File: src/tcb_pkg.sv
// Package for the transmit command buffer parser.
// Assumes a single 100 MHz clock domain and an AXI4-Lite register master.
package tcb_pkg;
   ////////////////////////////////////////////////////////////////////////
   // Register byte offsets
   localparam logic [7:0] TCB_OFF_DATA = 8'h00; // Half-word data port
   localparam logic [7:0] TCB_OFF_STAT = 8'h04; // Flags, W1C
   localparam logic [7:0] TCB_OFF_TAG = 8'h08; // Last packet tag
   localparam logic [7:0] TCB_OFF_LVL = 8'h0C; // FIFO occupancy
   // Status bit positions
   localparam int TCB_ST_ERR = 0; // tx_error_flag
   localparam int TCB_ST_DONE = 1; // tx_buffer_done_flag
   // AXI responses
   localparam logic [1:0] TCB_RESP_OK = 2'h0;
   localparam logic [1:0] TCB_RESP_SLVERR = 2'h2;
   ////////////////////////////////////////////////////////////////////////
   // Command word A fields
   localparam int TCB_A_IOC = 31; // Interrupt on completion
   localparam int TCB_A_ALN_HI = 25; // End alignment code
   localparam int TCB_A_ALN_LO = 24;
   localparam int TCB_A_OFS_HI = 20; // Data start offset
   localparam int TCB_A_OFS_LO = 16;
   localparam int TCB_A_FIRST_SEGMENT_FLAG = 13; // First buffer of packet
   localparam int TCB_A_LS = 12; // Last segment
   localparam int TCB_A_SIZE_HI = 10; // Buffer byte count
   // Command word B fields
   localparam int TCB_B_TAG_HI = 31;
   localparam int TCB_B_TAG_LO = 16;
   localparam int TCB_B_LEN_HI = 10; // Packet length
   // End alignment codes
   localparam logic [1:0] TCB_ALN_16 = 2'h1;
   localparam logic [1:0] TCB_ALN_32 = 2'h2;
   // Alignment masks in words: 16 bytes is 4 words, 32 bytes is 8 words
   localparam logic [9:0] TCB_M16 = 10'h003;
   localparam logic [9:0] TCB_M32 = 10'h007;
   localparam int TCB_FIFO_DEPTH = 32;
   ////////////////////////////////////////////////////////////////////////
   // FIFO item: payload word, byte keep mask, end of packet
   typedef struct packed {
      logic [31:0] data;
      logic [3:0] keep;
      logic last;
   } tcb_item_t;
   // Parser phase
   typedef enum logic [1:0] {TCB_CMDA, TCB_CMDB, TCB_BODY} tcb_phase_t;
endpackage

File: src/tcb_parser.sv
// Transmit command buffer parser with AXI4-Lite slave and output FIFO.
// Assumes a same-clock AXI4-Lite master and a same-clock frame consumer.
`timescale 1ns/1ns

////////////////////////////////////////////////////////////////////////////
// Word FIFO with registered output stage
module tcb_fifo import tcb_pkg::*; #(
   parameter int WIDTH = $bits(tcb_item_t),
   parameter int DEPTH = TCB_FIFO_DEPTH
) (
   // Clock and reset
   input wire logic i_clk,
   input wire logic i_arst_n,
   input wire logic i_ce,
   // Fill side
   input wire logic i_valid,
   input wire logic [WIDTH-1:0] i_data,
   output logic o_ready,
   // Drain side
   output logic o_valid,
   output logic [WIDTH-1:0] o_data,
   input wire logic i_ready,
   // Occupancy including the output stage
   output logic [$clog2(DEPTH)+1:0] o_level
);
   localparam int AW = $clog2(DEPTH);
   typedef struct packed {
      logic [AW-1:0] wp; // Write pointer
      logic [AW-1:0] rp; // Read pointer
      logic [AW:0] cnt; // Words in memory
      logic ov; // Output stage full
      logic [WIDTH-1:0] od; // Output stage data
   } tcb_fst_t;
   tcb_fst_t st_r, st_nxt;
   logic [WIDTH-1:0] mem_r [DEPTH]; // Storage array
   logic push, pop;

   // Handshakes on each side
   assign o_ready = st_r.cnt < (AW+1)'(DEPTH);
   assign push = i_valid && o_ready;
   assign pop = (st_r.cnt != '0) && (!st_r.ov || i_ready);
   assign o_valid = st_r.ov;
   assign o_data = st_r.od;
   assign o_level = {1'b0, st_r.cnt} + {{(AW+1){1'b0}}, st_r.ov};

   // Pointer and output stage update
   always_comb begin
      st_nxt = st_r;
      if (push) begin
         st_nxt.wp = st_r.wp + 1'b1;
      end
      if (pop) begin
         // Refill output stage from memory head
         st_nxt.rp = st_r.rp + 1'b1;
         st_nxt.od = mem_r[st_r.rp];
         st_nxt.ov = 1'b1;
      end else if (i_ready) begin
         st_nxt.ov = 1'b0;
      end
      st_nxt.cnt = st_r.cnt + (AW+1)'(push) - (AW+1)'(pop);
   end

   // State register, frozen while clock enable is low
   always_ff @(posedge i_clk or negedge i_arst_n) begin
      if (!i_arst_n) begin
         st_r <= '0;
      end else if (i_ce) begin
         st_r <= st_nxt;
      end
   end

   // Memory write, no reset needed for payload
   always_ff @(posedge i_clk) begin
      if (i_ce && push) begin
         mem_r[st_r.wp] <= i_data;
      end
   end
endmodule

////////////////////////////////////////////////////////////////////////////
// Notes on behaviour
// Each buffer opens with two command words
// Host writes commands before payload bytes
// Two 16-bit host writes form a word
// Host supplies both commands per buffer
// Differing second command word sets error
// Tag returned in packet status
// Completion bit raises buffer-done after loading
// Host writes reserved bits as zero
// Alignment code picks 4/16/32 byte end
// End padding words are discarded
// Skipped words never enter the FIFO
// Code 11 reserved, treated as 4-byte
// Bit 13 first, bit 12 last segment
// Bits 10:0 give payload byte count
// Byte sum mismatch with length sets error
// Leading bytes before start offset skipped
module tcb_parser import tcb_pkg::*; #(
   parameter int FIFO_DEPTH = TCB_FIFO_DEPTH
) (
   // Clock, reset, enable
   input wire logic i_clk,
   input wire logic i_arst_n,
   input wire logic i_ce,
   // AXI4-Lite write address and data
   input wire logic [7:0] i_awaddr,
   input wire logic i_awvalid,
   output logic o_awready,
   input wire logic [31:0] i_wdata,
   input wire logic [3:0] i_wstrb,
   input wire logic i_wvalid,
   output logic o_wready,
   // AXI4-Lite write response
   output logic [1:0] o_bresp,
   output logic o_bvalid,
   input wire logic i_bready,
   // AXI4-Lite read
   input wire logic [7:0] i_araddr,
   input wire logic i_arvalid,
   output logic o_arready,
   output logic [31:0] o_rdata,
   output logic [1:0] o_rresp,
   output logic o_rvalid,
   input wire logic i_rready,
   // Payload stream towards the transmitter
   output tcb_item_t o_tx_item,
   output logic o_tx_valid,
   input wire logic i_tx_ready,
   // Flags
   output logic o_tx_error_flag,
   output logic o_tx_buffer_done_flag
);
   localparam int LW = $clog2(FIFO_DEPTH) + 2;
   typedef struct packed {
      tcb_phase_t phase; // Parser phase
      logic half; // Low half held
      logic [15:0] lo16; // Held low half
      logic [31:0] cmda; // Current command A
      logic [31:0] prevb; // Command B of packet
      logic [15:0] sum; // Running byte sum
      logic [9:0] wcnt; // Body word index
      logic err; // tx_error_flag
      logic done; // tx_buffer_done_flag
      logic [15:0] tag; // Last completed tag
      logic push; // FIFO push strobe
      tcb_item_t item; // Word to push
      logic wrdy; // AW and W ready
      logic bvalid;
      logic [1:0] bresp;
      logic arrdy;
      logic rvalid;
      logic [31:0] rdata;
      logic [1:0] rresp;
   } tcb_st_t;
   tcb_st_t st_r, st_nxt;
   logic fifo_rdy;
   logic [LW-1:0] fifo_lvl;
   logic hs_w, hs_data, word_ev, fin, ls;
   logic [31:0] word;
   logic [15:0] nsum;
   logic [12:0] span;
   logic [9:0] nwords, total;
   logic [3:0] keep;
   logic [12:0] pos;

   ////////////////////////////////////////////////////////////////////////
   // Datapath helpers shared with the checks
   assign hs_w = st_r.wrdy && i_awvalid && i_wvalid;
   assign hs_data = hs_w && (i_awaddr == TCB_OFF_DATA);
   // pair half writes
   assign word_ev = hs_data && st_r.half;
   assign word = {i_wdata[15:0], st_r.lo16};
   assign ls = st_r.cmda[TCB_A_LS];
   // bytes spanned incl. offset
   assign span = 13'(st_r.cmda[TCB_A_OFS_HI:TCB_A_OFS_LO])
      + 13'(st_r.cmda[TCB_A_SIZE_HI:0]);
   assign nwords = 10'((span + 13'h0003) >> 2);

   // round word total to alignment
   always_comb begin
      unique case (st_r.cmda[TCB_A_ALN_HI:TCB_A_ALN_LO])
         TCB_ALN_16: total = (nwords + TCB_M16) & ~TCB_M16;
         TCB_ALN_32: total = (nwords + TCB_M32) & ~TCB_M32;
         // reserved code acts as 4-byte
         default: total = nwords;
      endcase
   end

   // keep only bytes inside payload window
   always_comb begin
      keep = '0;
      pos = '0;
      for (int b = 0; b < 4; b++) begin
         pos = {st_r.wcnt, 2'(b)} + 13'h0000;
         keep[b] = (pos >= 13'(st_r.cmda[TCB_A_OFS_HI:TCB_A_OFS_LO]))
            && (pos < span);
      end
   end

   // Buffer ends on last body word, or at command B for empty bodies
   assign fin = word_ev && (((st_r.phase == TCB_BODY)
      && (st_r.wcnt + 10'h001 == total))
      || ((st_r.phase == TCB_CMDB) && (total == '0)));
   // first segment restarts byte sum
   assign nsum = st_r.cmda[TCB_A_FIRST_SEGMENT_FLAG]
      ? 16'(st_r.cmda[TCB_A_SIZE_HI:0])
      : st_r.sum + 16'(st_r.cmda[TCB_A_SIZE_HI:0]);

   ////////////////////////////////////////////////////////////////////////
   // Next state: bus slave, parser and flags
   always_comb begin
      st_nxt = st_r;
      st_nxt.push = 1'b0;
      st_nxt.wrdy = 1'b0;
      // Accept write once both channels wait; data needs FIFO room
      if (!st_r.wrdy && !st_r.bvalid && i_awvalid && i_wvalid
         && (i_awaddr != TCB_OFF_DATA || (fifo_rdy && !st_r.push))) begin
         st_nxt.wrdy = 1'b1;
      end
      if (st_r.bvalid && i_bready) begin
         st_nxt.bvalid = 1'b0;
      end
      if (hs_w) begin
         st_nxt.bvalid = 1'b1;
         st_nxt.bresp = (i_awaddr == TCB_OFF_DATA
            || i_awaddr == TCB_OFF_STAT) ? TCB_RESP_OK : TCB_RESP_SLVERR;
         // Clear flags written with one
         if (i_awaddr == TCB_OFF_STAT && i_wstrb[0]) begin
            if (i_wdata[TCB_ST_ERR]) begin
               st_nxt.err = 1'b0;
            end
            if (i_wdata[TCB_ST_DONE]) begin
               st_nxt.done = 1'b0;
            end
         end
      end
      if (hs_data && !st_r.half) begin
         // First half of a word is only held
         st_nxt.lo16 = i_wdata[15:0];
         st_nxt.half = 1'b1;
      end
      if (word_ev) begin
         st_nxt.half = 1'b0;
         unique case (st_r.phase)
            // first word is command A
            TCB_CMDA: begin
               st_nxt.cmda = word;
               st_nxt.phase = TCB_CMDB;
            end
            TCB_CMDB: begin
               // later segments must repeat command B
               if (!st_r.cmda[TCB_A_FIRST_SEGMENT_FLAG]
                  && word != st_r.prevb) begin
                  st_nxt.err = 1'b1;
               end
               st_nxt.prevb = word;
               st_nxt.sum = nsum;
               st_nxt.wcnt = '0;
               st_nxt.phase = (total == '0) ? TCB_CMDA : TCB_BODY;
            end
            TCB_BODY: begin
               st_nxt.wcnt = st_r.wcnt + 10'h001;
               // words without payload bytes are not stored
               // padding words carry no kept byte
               if (keep != '0) begin
                  st_nxt.push = 1'b1;
                  st_nxt.item.data = word;
                  st_nxt.item.keep = keep;
                  st_nxt.item.last = ls && ({st_r.wcnt, 2'b00}
                     + 13'h0004 >= span);
               end
               if (st_r.wcnt + 10'h001 == total) begin
                  st_nxt.phase = TCB_CMDA;
               end
            end
            default: st_nxt.phase = TCB_CMDA;
         endcase
      end
      if (fin) begin
         // completion request raises done, set wins
         if (st_r.cmda[TCB_A_IOC]) begin
            st_nxt.done = 1'b1;
         end
         if (ls) begin
            // keep tag for the packet status
            st_nxt.tag = (st_r.phase == TCB_CMDB)
               ? word[TCB_B_TAG_HI:TCB_B_TAG_LO]
               : st_r.prevb[TCB_B_TAG_HI:TCB_B_TAG_LO];
            // byte sum against packet length
            if (((st_r.phase == TCB_CMDB) ? nsum : st_r.sum)
               != 16'(st_r.prevb[TCB_B_LEN_HI:0] & {11{st_r.phase
               == TCB_BODY}} | word[TCB_B_LEN_HI:0] & {11{st_r.phase
               == TCB_CMDB}})) begin
               st_nxt.err = 1'b1;
            end
         end
      end
      // Read channel: one read at a time
      st_nxt.arrdy = !st_r.arrdy && !st_r.rvalid && i_arvalid;
      if (st_r.rvalid && i_rready) begin
         st_nxt.rvalid = 1'b0;
      end
      if (st_r.arrdy && i_arvalid) begin
         st_nxt.rvalid = 1'b1;
         st_nxt.rresp = TCB_RESP_OK;
         unique case (i_araddr)
            TCB_OFF_STAT: st_nxt.rdata = {30'h0000_0000, st_r.done, st_r.err};
            TCB_OFF_TAG: st_nxt.rdata = {16'h0000, st_r.tag};
            TCB_OFF_LVL: st_nxt.rdata = 32'(fifo_lvl);
            TCB_OFF_DATA: st_nxt.rdata = 32'h0000_0000;
            default: begin
               st_nxt.rdata = 32'h0000_0000;
               st_nxt.rresp = TCB_RESP_SLVERR;
            end
         endcase
      end
   end

   // State register, frozen while clock enable is low
   always_ff @(posedge i_clk or negedge i_arst_n) begin
      if (!i_arst_n) begin
         st_r <= '0;
      end else if (i_ce) begin
         st_r <= st_nxt;
      end
   end

   ////////////////////////////////////////////////////////////////////////
   // Output buffer; stalls the bus when full
   tcb_fifo #(.WIDTH($bits(tcb_item_t)), .DEPTH(FIFO_DEPTH)) u_fifo (
      .i_clk(i_clk),
      .i_arst_n(i_arst_n),
      .i_ce(i_ce),
      .i_valid(st_r.push),
      .i_data(st_r.item),
      .o_ready(fifo_rdy),
      .o_valid(o_tx_valid),
      .o_data(o_tx_item),
      .i_ready(i_tx_ready),
      .o_level(fifo_lvl)
   );

   // Registered bus and flag outputs
   assign o_awready = st_r.wrdy;
   assign o_wready = st_r.wrdy;
   assign o_bvalid = st_r.bvalid;
   assign o_bresp = st_r.bresp;
   assign o_arready = st_r.arrdy;
   assign o_rvalid = st_r.rvalid;
   assign o_rdata = st_r.rdata;
   assign o_rresp = st_r.rresp;
   assign o_tx_error_flag = st_r.err;
   assign o_tx_buffer_done_flag = st_r.done;
endmodule

File: config.mk
export PLATFORM = sky130hd
export DESIGN_NAME = tcb_parser
export DESIGN_NICKNAME = d
export VERILOG_FILES = /design/src/tcb_pkg.sv /design/src/tcb_parser.sv
export SDC_FILE = /design/constraint.sdc
export NUM_CORES = 2
export LEC_CHECK = 0
export BUFFER_PORTS_ARGS = -buffer_cell sky130_fd_sc_hd__buf_2
export CAP_MARGIN = 20
export CORE_MARGIN = 2
export CORE_UTILIZATION = 50
export DETAILED_ROUTE_END_ITERATION = 6
export PLACE_DENSITY = 0.76
export SLEW_MARGIN = 20
export SYNTH_ARGS = -nofsm -noshare
export SYNTH_HDL_FRONTEND = slang
export SYNTH_SLANG_ARGS = --single-unit
File: constraint.sdc
create_clock -name i_clk -period 4.49 [get_ports i_clk]
set_clock_uncertainty 0.05 [all_clocks]
set_input_delay 0.2245 -clock i_clk [delete_from_list [all_inputs] [get_ports i_clk]]
set_output_delay 0.2245 -clock i_clk [all_outputs]
set_load 0.02 [all_outputs]
==> flow_summary_export.csv <==
group,metric,value,unit
layout,drive_gt1_share,31.2,%
yosys,synth_seq_cells,1414,
sta,fmax,227,MHz
sta,slew_violations,0,
clock_network,htreeDepth,4,
yosys,synthMuxAreaShare,17.9,%
placement,hpwl,78.9,mm
setup_path,critPathArrivalTime,5.00,ns
sta,max_slew_margin,24.1,%
yosys,synth-xor-area-share,1.51,%
sta,tns,0,ns
grt,grt_overflow_total,0,
grt,grt_pass1_wl,217,mm
yosys,syn_area_per_cell,19.0,um2
die,io_pins,142,
yosys,synthSimpleGateAreaFrac,2.89,%
route,routed_wl,149,mm
layout,diodes,0,
yosys,syn_inst,3077,
die,fp.dieW,346,um
route,num_vias,31220,
die,dieHeight,346,um
die,rows,125,
die,core,0.116,mm2
clock_network,clockBufferDepth,3,
clock_network,cts_buffers,145,
power_and_ir_drop,leakage,23.8,nW
yosys,synth_compound_area_share,3.36,%
sta,hold_slack,0.0410,ns
yosys,synth-edff-count,1184,
sta,hold_viol_final,0,
min_path,hp-class,"in -> reg",
layout,fin_cells,4948,
power_and_ir_drop,power.density,483,mW/mm2
clock_network,clock_latency,0.78,ns
route,ant_nets,0,
layout,final_nets,3443,
placement,pre_cts_ws,0.0690,ns
grt,grt_max_degree,106,
sta,setup-violations-final,0,
placement,place.gp.congestion,0.854,
grt,antenna_found_initial,7,
setup_path,path_class,"reg -> reg",
route,drc,0,
yosys,synth.distinct_cells,88,
layout,final_common_cell,"edfxtp_1",
die,start_util,50.4,%
layout,layout_common_cells,"1184 x edfxtp_1, 370 x mux4_2, 207 x dfrtp_1, 149 x clkbuf_16, 137 x mux2_2",
sta,finalWorstPathRequiredPeriod,4.40,ns
yosys,ys_seq_area_share,70.6,%
clock_network,clk_pin_slew,0.06,ns
route,drtIter0Drc,3825,
run_status,status,"finished, final reports clean",
yosys,synth_top_family_by_area,"multiplexers",
sta,fin_crit_sh,98.0,%
setup_path,timing.critical_path.required,5.09,ns
sta,worst_pin_slew,1.14,ns
run,cap_violations,0,
placement,place_inst,4626,
yosys,ys.flop_type,"edfxtp_1",
clock_network,cts_tree,"built",
yosys,synth_adder_area_share,1.53,%
power_and_ir_drop,peakVddDrop,0.406,mV
layout,area_growth,14.5,%
route,dr.pass1.iters,6,
route,via_per_inst,6.31,
sta,setup_ws,0.0899,ns
setup_path,critPathLaunchType,"flop",
clock_network,root_buffer,"clkbuf_16",
setup_path,endpoint_kind,"flop",
yosys,syn-cell-area,0.0585,mm2
clock_network,cts_num_sinks,1414,
setup_path,cp_max_fo,8,
route,wire_per_inst,30.1,um
grt,track_usage,24.9,%
die,die-area,0.120,mm2
yosys,yosysWarnings,0,
yosys,async_reset_ff_share,16.3,%
placement,io_buffers,104,
grt,first_global_vias,31830,
[flip-flops by register name (all words and copies together), names as in the netlist]
name,cells
u_fifo.st_r,16
o_bresp,1
o_tx_error_flag,1
o_rresp,1
u_fifo.o_data,37
ls,1
o_rvalid,1
st_r,151
o_bvalid,1
o_rdata,16
u_fifo.mem_r,1184
o_arready,1
o_awready,1
o_tx_buffer_done_flag,1
u_fifo.o_valid,1
[critical path, cell delays in order, from the launching register on]
cell and delay, ns:
dfrtp_1 0.44, ha_1 0.34, a211oi_4 0.07, buf_4 0.17
or3b_4 0.42, a21oi_2 0.24, a21oi_1 0.10, o32a_1 0.37
a21o_1 0.18, a2111oi_2 0.34, nand4bb_1 0.19, or4_4 0.60
o21ai_4 0.25, clkbuf_16 0.21, mux2_2 0.32
[final timing paths]
kind / start / end / slack, ns / cells past startpoint
setup / recovery: st_r[171] / st_r[78] / 0.09 / 14
hold / removal: i_wvalid / o_tx_error_flag / 0.04 / 4
setup reg to reg: st_r[171] / st_r[78] / 0.09 / 14
hold reg to reg: u_fifo.o_data[2] / u_fifo.o_data[2] / 0.42 / 2
max in group asynchronous: i_arst_n / u_fifo.st_r[48] / 3.15 / 4
min in group asynchronous: i_arst_n / u_fifo.o_data[14] / 0.54 / 4
[report_power, final]
| group | switching [W] | internal, W |
|---|---|---|
| Clock | 0.00534 | 0.00656 |
| Sequential | 0.000533 | 0.0143 |
| Combinational | 0.00301 | 0.00262 |
| Total | 0.00888 | 0.0235 |
[stage by stage]
stage / power, W / instance area (um2) / util (%)
2_1_floorplan: 0.0192 / 58600 / -
3_3_place_gp: 0.0206 / 61400 / 52.9
3_5_place_dp: 0.0207 / 61400 / 52.9
4_1_cts: 0.0326 / 66600 / 57.3
5_1_grt: 0.0334 / 67000 / 57.7
6_report: 0.0323 / 67000 / 57.7
[metal layers]
metal / vias up / track usage, % / part of all wire [%]
li1: 12770 / - / -
met1: 16326 / 33.2 / 38
met2: 1818 / 41.7 / 50
met3: 302 / 4.72 / 8.8
met4: 4 / 8.12 / 3.1
met5: - / 0 / 0.015
[repair_timing]
action | in CTS | in global routing
setup buffers | 0 | 13
gates resized for setup | 0 | 41
setup endpoints to repair | 0 | 56
hold buffers | 45 | 0
endpoints found under the hold margin | 305 | 0
[kinds of logic after synthesis]
family | count (synthesis)
adder cells (fa/ha/maj) | 70
AND/OR/NAND/NOR | 363
multiplexers | 563
buffers and inverters | 272
other | 1
XOR/XNOR | 98
flip-flops | 1414
AO/OA/AOI/OAI | 296
[synthesized netlist by cell type, types with 8 or more instances]
| cell | instances | area [um2] |
|---|---|---|
| mux2i_1 | 46 | 460 |
| a31oi_1 | 8 | 50.1 |
| mux2_1 | 10 | 113 |
| dfrtp_1 | 230 | 5760 |
| mux2_2 | 137 | 1540 |
| nor2_1 | 88 | 330 |
| mux4_2 | 370 | 8330 |
| nor3_1 | 22 | 110 |
| buf_4 | 74 | 556 |
| nand3_1 | 29 | 145 |
| nand2_1 | 136 | 510 |
| a22o_1 | 9 | 78.8 |
| a21oi_1 | 52 | 260 |
| xnor2_1 | 42 | 368 |
| o21ai_0 | 106 | 531 |
| buf_1 | 34 | 128 |
| clkbuf_1 | 102 | 383 |
| nand4_1 | 14 | 87.6 |
| nor4_1 | 13 | 81.3 |
| a21o_1 | 20 | 150 |
| nor2b_1 | 10 | 62.6 |
| xor2_1 | 53 | 464 |
| and3_1 | 14 | 87.6 |
| edfxtp_1 | 1184 | 35600 |
| inv_1 | 51 | 191 |
| ha_1 | 66 | 826 |
[cell type report]
class                           instances  area [um2]
Multi-Input combinational cell       1408       16400
Timing Repair Buffer                  290        2460
Inverter                               54         203
Tap cell                             1524        1910
Clock buffer                          190        3870
Fill cell                            8196       49200
Sequential cell                      1414       41400
Clock inverter                         68         825
No activity file was read; power rests on OpenSTA's default activity.
